==> src/cmpc_pkg.sv <==
package cmpc_pkg;
   // --------------------------------------------------------------
   // Register map (byte addresses on the AHB-Lite bus).
   // --------------------------------------------------------------
   localparam logic [11:0] ADDR_CONTROL = 12'h000;
   localparam logic [11:0] ADDR_STATUS = 12'h004;
   localparam logic [11:0] ADDR_CLEAR = 12'h008;
   localparam logic [11:0] ADDR_ENABLE = 12'h00C;
   localparam logic [11:0] ADDR_PORT = 12'h010;

   // --------------------------------------------------------------
   // Control register fields.
   // --------------------------------------------------------------
   localparam int unsigned BIT_INPUT_SEL = 7;
   localparam int unsigned BIT_POWER_ON = 6;
   localparam int unsigned BIT_INVERT = 5;
   localparam int unsigned BIT_RESULT = 4;
   localparam int unsigned BIT_PATH = 3;
   localparam int unsigned BIT_EDGE_HI = 2;
   localparam int unsigned BIT_EDGE_LO = 1;
   localparam int unsigned BIT_HYST = 0;
   localparam logic [7:0] CONTROL_RESET = 8'h81;
   localparam logic [7:0] CONTROL_WMASK = 8'hEF;

   // --------------------------------------------------------------
   // Status, enable and clear layout.
   // --------------------------------------------------------------
   localparam int unsigned STAT_EDGE = 0;
   localparam int unsigned STAT_WAKE = 1;
   localparam int unsigned STAT_W = 2;

   // --------------------------------------------------------------
   // Port word layout: direction in bits 1:0, data in bits 9:8.
   // --------------------------------------------------------------
   localparam int unsigned PORT_DIR_LSB = 0;
   localparam int unsigned PORT_DATA_LSB = 8;

   localparam logic [1:0] HTRANS_NONSEQ = 2'h2;
   localparam logic [2:0] HSIZE_WORD = 3'h2;

   typedef enum logic [1:0] {
      CMPC_EDGE_RISE,
      CMPC_EDGE_FALL,
      CMPC_EDGE_BOTH
   } cmpc_edge_type;
endpackage

==> src/cmpc_edge.sv <==
`timescale 1ns/1ps
`default_nettype none

// --------------------------------------------------------------
// Synchroniser, polarity and edge detector for the result bit.
// --------------------------------------------------------------
module cmpc_edge (
   input wire logic hclk,
   input wire logic hresetn,
   input wire logic raw_in,
   input wire logic invert,
   input wire logic [1:0] edge_sel,
   output logic result_bit,
   output logic edge_hit
);

   logic sync1_q;
   logic sync2_q;
   logic result_q;
   logic result_d;
   logic armed_q;
   logic rise;
   logic fall;

   // Two flops before anything reads the analog output.
   always_ff @(posedge hclk or negedge hresetn) begin
      if (!hresetn) begin
         sync1_q <= 1'b0;
         sync2_q <= 1'b0;
      end else begin
         sync1_q <= raw_in;
         sync2_q <= sync1_q;
      end
   end

   // Polarity applied after synchronising, so edges stay single.
   assign result_d = sync2_q ^ invert;

   // The armed flag stops a spurious edge on the first cycle after reset.
   always_ff @(posedge hclk or negedge hresetn) begin
      if (!hresetn) begin
         result_q <= 1'b0;
         armed_q <= 1'b0;
      end else begin
         result_q <= result_d;
         armed_q <= 1'b1;
      end
   end

   assign result_bit = result_q;

   // The result bit must be the synchronised level with polarity applied, one cycle on.
   chk_result_pol: assert property (@(posedge hclk) disable iff (!hresetn)
      result_q == ($past(sync2_q) ^ $past(invert))) else $error("result polarity wrong");
   chk_sync_chain: assert property (@(posedge hclk) disable iff (!hresetn)
      sync2_q == $past(sync1_q)) else $error("synchroniser skipped");
   assign rise = armed_q && !result_q && result_d;
   assign fall = armed_q && result_q && !result_d;

   // Edge selection: 00 rising, 01 falling, 1x both.
   always_comb begin
      if (edge_sel[1]) begin
         edge_hit = rise | fall;
      end else if (edge_sel[0]) begin
         edge_hit = fall;
      end else begin
         edge_hit = rise;
      end
   end

endmodule

`default_nettype wire

==> src/cmpc_top.sv <==
// Register access over AHB-Lite and the placing of the registers were chosen for this implementation.
`timescale 1ns/1ps
`default_nettype none

module cmpc_top (
   input wire logic hclk,
   input wire logic hresetn,
   input wire logic hsel,
   input wire logic [11:0] haddr,
   input wire logic [1:0] htrans,
   input wire logic hwrite,
   input wire logic [2:0] hsize,
   input wire logic [31:0] hwdata,
   input wire logic hready,
   output logic [31:0] hrdata,
   output logic hreadyout,
   output logic hresp,
   input wire logic comparator_raw,
   input wire logic core_sleeping,
   input wire logic [1:0] pull_high_cfg,
   output logic [1:0] pull_high_en,
   output logic [1:0] io_function_en,
   output logic comparator_power_on,
   output logic hysteresis_enable,
   output logic result_output_pin,
   output logic result_output_pin_oe,
   output logic irq,
   output logic wake_request
);

   // --------------------------------------------------------------
   // Registers.
   // --------------------------------------------------------------
   logic [7:0] control_q;
   logic [cmpc_pkg::STAT_W-1:0] status_q;
   logic [cmpc_pkg::STAT_W-1:0] enable_q;
   logic [1:0] port_dir_q;
   logic [1:0] port_data_q;
   logic wr_pend_q;
   logic [11:0] wr_addr_q;
   logic result_bit;
   logic edge_hit;
   logic sleep_s1_q;
   logic sleep_s2_q;
   logic set_event;
   logic set_wake;
   logic [cmpc_pkg::STAT_W-1:0] clr_bits;
   logic [7:0] control_view;

   wire input_pin_select = control_q[cmpc_pkg::BIT_INPUT_SEL];
   wire output_invert = control_q[cmpc_pkg::BIT_INVERT];
   wire out_path_internal = control_q[cmpc_pkg::BIT_PATH];
   wire [1:0] interrupt_edge_select = control_q[cmpc_pkg::BIT_EDGE_HI:cmpc_pkg::BIT_EDGE_LO];

   // --------------------------------------------------------------
   // Bus slave: zero wait states, writes land in the data phase.
   // --------------------------------------------------------------
   function automatic logic is_word_access(input logic [1:0] tr, input logic [2:0] sz);
      is_word_access = (tr == cmpc_pkg::HTRANS_NONSEQ) && (sz == cmpc_pkg::HSIZE_WORD);
   endfunction

   wire take = hsel && hready && is_word_access(htrans, hsize);

   always_ff @(posedge hclk or negedge hresetn) begin
      if (!hresetn) begin
         wr_pend_q <= 1'b0;
         wr_addr_q <= 12'h000;
      end else begin
         wr_pend_q <= take && hwrite;
         wr_addr_q <= haddr;
      end
   end

   assign hreadyout = 1'b1;
   assign hresp = 1'b0;

   wire wr_ctrl = wr_pend_q && (wr_addr_q == cmpc_pkg::ADDR_CONTROL);
   wire wr_clr = wr_pend_q && (wr_addr_q == cmpc_pkg::ADDR_CLEAR);
   wire wr_en = wr_pend_q && (wr_addr_q == cmpc_pkg::ADDR_ENABLE);
   wire wr_port = wr_pend_q && (wr_addr_q == cmpc_pkg::ADDR_PORT);

   // Control register; the result bit is read only and not stored here.
   always_ff @(posedge hclk or negedge hresetn) begin
      if (!hresetn) begin
         control_q <= cmpc_pkg::CONTROL_RESET;
      end else if (wr_ctrl) begin
         control_q <= hwdata[7:0] & cmpc_pkg::CONTROL_WMASK;
      end
   end

   // Port direction and data for the two shared input pins.
   always_ff @(posedge hclk or negedge hresetn) begin
      if (!hresetn) begin
         port_dir_q <= 2'h3;
         port_data_q <= 2'h0;
      end else if (wr_port) begin
         port_dir_q <= hwdata[cmpc_pkg::PORT_DIR_LSB +: 2];
         port_data_q <= hwdata[cmpc_pkg::PORT_DATA_LSB +: 2];
      end
   end

   // Interrupt enable register.
   always_ff @(posedge hclk or negedge hresetn) begin
      if (!hresetn) begin
         enable_q <= '0;
      end else if (wr_en) begin
         enable_q <= hwdata[cmpc_pkg::STAT_W-1:0];
      end
   end

   // --------------------------------------------------------------
   // Result path and edge detection.
   // --------------------------------------------------------------
   cmpc_edge u_edge (
      .hclk(hclk),
      .hresetn(hresetn),
      .raw_in(comparator_raw),
      .invert(output_invert),
      .edge_sel(interrupt_edge_select),
      .result_bit(result_bit),
      .edge_hit(edge_hit)
   );

   // Sleep state comes from the power manager, treated as asynchronous.
   always_ff @(posedge hclk or negedge hresetn) begin
      if (!hresetn) begin
         sleep_s1_q <= 1'b0;
         sleep_s2_q <= 1'b0;
      end else begin
         sleep_s1_q <= core_sleeping;
         sleep_s2_q <= sleep_s1_q;
      end
   end

   // A powered-off comparator yields no events; edges come only from the result bit.
   assign set_event = edge_hit && comparator_power_on;
   // Wake only when the flag rises now; a flag already set blocks it.
   assign set_wake = set_event && sleep_s2_q && !status_q[cmpc_pkg::STAT_EDGE];
   assign clr_bits = wr_clr ? hwdata[cmpc_pkg::STAT_W-1:0] : '0;

   // Sticky status: a set in the same cycle as a clear wins.
   always_ff @(posedge hclk or negedge hresetn) begin
      if (!hresetn) begin
         status_q <= '0;
      end else begin
         status_q[cmpc_pkg::STAT_EDGE] <= set_event
            | (status_q[cmpc_pkg::STAT_EDGE] & ~clr_bits[cmpc_pkg::STAT_EDGE]);
         status_q[cmpc_pkg::STAT_WAKE] <= set_wake
            | (status_q[cmpc_pkg::STAT_WAKE] & ~clr_bits[cmpc_pkg::STAT_WAKE]);
      end
   end

   // Level interrupt while any enabled status bit stands.
   assign irq = |(status_q & enable_q);
   assign wake_request = status_q[cmpc_pkg::STAT_WAKE];

   // --------------------------------------------------------------
   // Analog and pin controls; sleep does not touch any of these.
   // --------------------------------------------------------------
   assign comparator_power_on = control_q[cmpc_pkg::BIT_POWER_ON];
   assign hysteresis_enable = control_q[cmpc_pkg::BIT_HYST];
   assign io_function_en = {2{~input_pin_select}};
   assign pull_high_en = input_pin_select ? 2'h0 : pull_high_cfg;
   assign result_output_pin = result_bit;
   assign result_output_pin_oe = !out_path_internal;

   // --------------------------------------------------------------
   // Read mux.
   // --------------------------------------------------------------
   always_comb begin
      control_view = control_q;
      control_view[cmpc_pkg::BIT_RESULT] = result_bit;
   end

   // Read data is registered in the data phase cycle that follows the address.
   always_ff @(posedge hclk or negedge hresetn) begin
      if (!hresetn) begin
         hrdata <= 32'h0000_0000;
      end else if (take && !hwrite) begin
         if (haddr == cmpc_pkg::ADDR_CONTROL) begin
            hrdata <= {24'h000000, control_view};
         end else if (haddr == cmpc_pkg::ADDR_STATUS) begin
            hrdata <= {30'h0, status_q};
         end else if (haddr == cmpc_pkg::ADDR_ENABLE) begin
            hrdata <= {30'h0, enable_q};
         end else if (haddr == cmpc_pkg::ADDR_PORT) begin
            // Comparator pins read zero as inputs, else port data.
            hrdata <= input_pin_select ? {30'h0, port_data_q & ~port_dir_q}
                                       : {22'h0, port_data_q, 6'h00, port_dir_q};
         end else begin
            hrdata <= 32'h0000_0000;
         end
      end
   end

   // --------------------------------------------------------------
   // Assertions.
   // --------------------------------------------------------------
   chk_pullup_cut: assert property (@(posedge hclk) disable iff (!hresetn)
      input_pin_select |-> pull_high_en == 2'h0) else $error("pull-high left on comparator pins");
   chk_io_release: assert property (@(posedge hclk) disable iff (!hresetn)
      (wr_ctrl && hwdata[cmpc_pkg::BIT_INPUT_SEL]) |=> io_function_en == 2'h0)
      else $error("io function wrong");
   chk_flag_sets: assert property (@(posedge hclk) disable iff (!hresetn)
      set_event |=> status_q[cmpc_pkg::STAT_EDGE]) else $error("flag not set");
   chk_irq_level: assert property (@(posedge hclk) disable iff (!hresetn)
      (status_q[0] && enable_q[0]) |-> irq) else $error("irq missing");
   chk_wake_sleep: assert property (@(posedge hclk) disable iff (!hresetn)
      $rose(wake_request) |-> $past(sleep_s2_q) && $past(comparator_power_on)) else $error("bad wake");
   chk_rise_only: assert property (@(posedge hclk) disable iff (!hresetn)
      (interrupt_edge_select == 2'h0 && edge_hit) |-> !result_bit ##1 result_bit)
      else $error("edge type wrong");
   chk_pin_path: assert property (@(posedge hclk) disable iff (!hresetn)
      (wr_ctrl && hwdata[cmpc_pkg::BIT_PATH]) |=> !result_output_pin_oe) else $error("pin path wrong");
   chk_no_event_off: assert property (@(posedge hclk) disable iff (!hresetn)
      !comparator_power_on |=> !$rose(status_q[cmpc_pkg::STAT_EDGE]))
      else $error("event while off");
   chk_sleep_keeps: assert property (@(posedge hclk) disable iff (!hresetn)
      (!wr_ctrl && $rose(sleep_s2_q)) |=> $stable(control_q)) else $error("sleep changed control");

   // Register writes must reach the analog controls one cycle after the data phase.
   chk_hyst_write: assert property (@(posedge hclk) disable iff (!hresetn)
      wr_ctrl |=> hysteresis_enable == $past(hwdata[cmpc_pkg::BIT_HYST])) else $error("hysteresis not written");
   chk_power_write: assert property (@(posedge hclk) disable iff (!hresetn)
      wr_ctrl |=> comparator_power_on == $past(hwdata[cmpc_pkg::BIT_POWER_ON])) else $error("power not written");

   // Read data is checked against the state seen in the address phase.
   chk_read_result: assert property (@(posedge hclk) disable iff (!hresetn)
      (take && !hwrite && haddr == cmpc_pkg::ADDR_CONTROL) |=> hrdata[cmpc_pkg::BIT_RESULT] == $past(result_bit))
      else $error("result bit read wrong");
   chk_port_zero: assert property (@(posedge hclk) disable iff (!hresetn)
      (take && !hwrite && haddr == cmpc_pkg::ADDR_PORT && input_pin_select)
      |=> hrdata[1:0] == ($past(port_data_q) & ~$past(port_dir_q)))
      else $error("port read wrong");

   cov_irq: cover property (@(posedge hclk) disable iff (!hresetn) $rose(irq));
   cov_wake: cover property (@(posedge hclk) disable iff (!hresetn) $rose(wake_request));
   cov_clear: cover property (@(posedge hclk) disable iff (!hresetn) wr_clr && status_q[0]);
   cov_both: cover property (@(posedge hclk) disable iff (!hresetn) interrupt_edge_select[1] && edge_hit);

endmodule

`default_nettype wire

==> config.mk <==
export PLATFORM = sky130hd
export DESIGN_NAME = cmpc_top
export DESIGN_NICKNAME = d
export VERILOG_FILES = /design/src/cmpc_pkg.sv /design/src/cmpc_edge.sv /design/src/cmpc_top.sv
export SDC_FILE = /design/constraint.sdc
export NUM_CORES = 1
export LEC_CHECK = 0
export BUFFER_PORTS_ARGS = -buffer_cell sky130_fd_sc_hd__buf_4
export CORE_ASPECT_RATIO = 0.8
export CORE_MARGIN = 1
export CORE_UTILIZATION = 48
export DETAILED_ROUTE_END_ITERATION = 6
export HOLD_SLACK_MARGIN = 0.02
export PLACE_DENSITY = 0.84
export RECOVER_POWER = 100
export SYNTH_ARGS = -nofsm -noshare
export SYNTH_HDL_FRONTEND = slang
export SYNTH_SLANG_ARGS = --single-unit
==> constraint.sdc <==
create_clock -name hclk -period 2.9 [get_ports hclk]
set_input_delay 0 -clock hclk [delete_from_list [all_inputs] [get_ports hclk]]
set_output_delay 0 -clock hclk [all_outputs]
set_load 0.02 [all_outputs]
==> impl_metrics.yaml <==
clock_network:
  htreeDepth: 2
  cts-root-buf: "clkbuf_8"
  cts_sinks: 44
  clk_latency_ps: 300
  clk_pin_slew_worst_paths_ps: 80
  cts_tree: "yes"
  numCtsBuffers: 5
  ctsResizeCount: 0
  post-cts-setup-buffers: 0
  clk_path_buf_depth: 2
detailed_routing:
  drc: 0
  drt_wl_total_um: 4050
  topRoutingLayerUsed: "met4"
  drtPass1Iterations: 4
  ant_nets: 0
  wl_met1_um: 1840
  wl_met3_um: 218
  wl_met2_um: 1920
  drtIter0Drc: 53
  wl_per_cell_um: 13.9
  viasPerCell: 4.82
  via_count: 1407
pwr:
  p_clk_share_pct: 34.3
  combPwrFrac_pct: 11.0
  p_leak_nw: 1.14
  p_switching_mw: 0.281
  seq_power_share_pct: 54.8
  ir_drop_v: 0.000335
  switching_share_pct: 24.2
  p_int_mw: 0.877
  power.density_nw_per_um2: 454
timing:
  setup_ws_ps: 536
  max_freq_mhz: 423
  slew_violations: 0
  grt_setup_unrepaired: "false"
  skew_ps: 10.4
  max_slew_margin_pct: 37.6
  post-route-period-util_pct: 81.5
  final.setup.tns_ps: 0
  min_period_ps: 2360
  worstMarginPinSlew_ps: 933
  hold_viol: 0
  finalSetupViolations: 0
yosys:
  ys_seq_area_share_pct: 56.6
  synth_ff_type: "dfrtp_1"
  yosys.area_share.simple_pct: 14.1
  synth_xor_area_share_pct: 0.448
  syn_area_sq_um: 1950
  synth_compound_area_share_pct: 8.58
  synth_edf_count: 0
  synth_cell_types: 35
  syn_inst: 154
  avgSynthCellArea_sq_um: 12.7
  async_reset_ff_share_pct: 100
  yosys.area_share.adder_pct: 0
  yosys_register_bits: 44
  synth_top_family_by_area: "simple AND/OR/NAND/NOR gates"
  yosysWarningCount: 0
  synth_mux_area_share_pct: 8.51
worst_setup_path:
  max_stage_delay_ps: 790
  r2r_slack_ps: 540
  path_class: "flop to flop"
  critical_path.max_fanout: 7
  critPathRequiredTime_ps: 3090
  worstSetupEndpointType: "flop"
  r2r-start: "wr_addr_q[1]"
  rr_worst_depth: 4
  cp_data_arrival_time_ps: 2550
  worstPathCellList: "nor4_1 -> and4b_1 -> nor4b_2 -> mux2_2"
  start_kind: "flop"
  critPathLaunch: "wr_addr_q[1]"
  slowest_stage: "nor4b_2"
  crit_path_end: "control_q[3]"
  rr_endpoint: "control_q[3]"
global_routing:
  grt_pass1_vias: 1366
  overflow: 0
  grt_util_all_layers_pct: 21.0
  antenna_found_initial: 0
  grt_pass1_wl_um: 6510
  grt_max_degree: 45
finish:
  layout-drive-gt1-share_pct: 23.6
  n_antenna_cell: 0
  final_common_cell: "dfrtp_1"
  area_growth_pct: 30.5
  fin_nets: 294
  final_cell_mix: "dfrtp_1 (40), dlygate4sd3_1 (26), conb_1 (25)"
run:
  drv_cap: 0
placement:
  gp_congestion: 0.788
  pre_cts_slack_ps: 735
  port_buffers: 54
  post-dp-hpwl_um: 2740
floorplan:
  die_w_um: 73.3
  io_pins: 102
  die_area_sq_um: 4330
  coreArea_sq_um: 3850
  die_h_um: 59.1
  initial_core_util_pct: 50.7
  rows: 20
run_status:
  status: "complete, no violations"
hold_path:
  hp-class: "input port to async pin"
registers in the layout, indices dropped and copies added, names as in the netlist:
register / cells
sleep_s1_q: 1
status_q: 2
wr_pend_q: 1
port_dir_q: 2
u_edge.sync2_q: 1
hrdata: 10
control_q: 7
u_edge.result_bit: 1
u_edge.sync1_q: 1
enable_q: 2
sleep_s2_q: 1
port_data_q: 2
wr_addr_q: 12
u_edge.armed_q: 1
stage by stage:
step,hold slack (ps),instance area [sq um],total power [mW],util (%),cells
floorplan,-296,2040,0.717,-,177
global placement,15.9,2310,0.751,60.1,258
detailed placement,18.3,2310,0.754,60.1,258
CTS,235,2670,1.18,69.4,292
global route,271,2550,1.21,66.2,292
finish,222,2550,1.16,66.2,292
how the worst min path moves through the flow:
stage	slack, ps	start	end	depth (start not counted)
after floorplan	-300	hresetn	control_q[1]	0
after global placement	20	hresetn	wr_pend_q	1
after detailed placement	20	hresetn	wr_pend_q	1
after CTS	240	hresetn	control_q[6]	2
after global routing	270	hresetn	hrdata[3]	2
final	220	hresetn	wr_addr_q[6]	2
critical path: cells and delay by family (launching register included):
family / cells / cell delay (ps)
muxes: 1 / 410
DFF: 1 / 370
and+or+nand+nor: 3 / 1470
cell type report:
| cell class | instances | area [sq um] |
|---|---|---|
| inverters | 6 | 22.5 |
| multi-input cells | 99 | 679 |
| clock inverters | 2 | 15.0 |
| clock buffers | 6 | 82.6 |
| flip-flops and latches | 44 | 1110 |
| well taps | 55 | 68.8 |
| repair buffers | 80 | 576 |
| fillers | 347 | 1300 |
power by group through the flow:
stage | clock network [mW] | registers [mW] | logic (mW)
after floorplan | 0 | 0.646 | 0.0704
after global placement | 0 | 0.646 | 0.105
after detailed placement | 0 | 0.647 | 0.106
after CTS | 0.408 | 0.635 | 0.134
after global routing | 0.439 | 0.636 | 0.139
final | 0.397 | 0.634 | 0.127
cells in the mapped netlist, types with 2 or more instances:
cell,instances,area (sq um)
dfstp_2,4,105
buf_4,25,188
conb_1,2,7.51
o41ai_2,2,32.5
mux2i_1,2,20.0
nand2_1,11,41.3
a22o_1,7,61.3
or4_4,2,22.5
nor4_1,4,25.0
o31ai_1,2,15.0
dfrtp_1,40,1000
inv_1,6,22.5
a21oi_1,2,10.0
nor2b_1,4,25.0
nand4b_1,3,26.3
clkbuf_1,2,7.51
a211oi_1,2,15.0
nor2_1,3,11.3
nor3b_1,2,15.0
o2bb2ai_1,2,17.5
mux2_2,13,146
what timing repair did:
action / CTS / global route
endpoints found under the hold margin: 68 / 0
hold buffers: 26 / 0
setup endpoints to repair: 0 / 0
kinds of logic after synthesis:
group           Yosys count
simple gates             39
mux                      15
compound gates           19
other cells               2
buf+inv                  34
xor+xnor                  1
flops                    44
routing by layer:
metal  GRT usage, %  vias up
met2           34.5       59
li1               -      662
met3           6.63        8
met1           26.9      678
met4           6.59        0
met5              0        -
No activity file was read; power rests on OpenSTA's default activity.
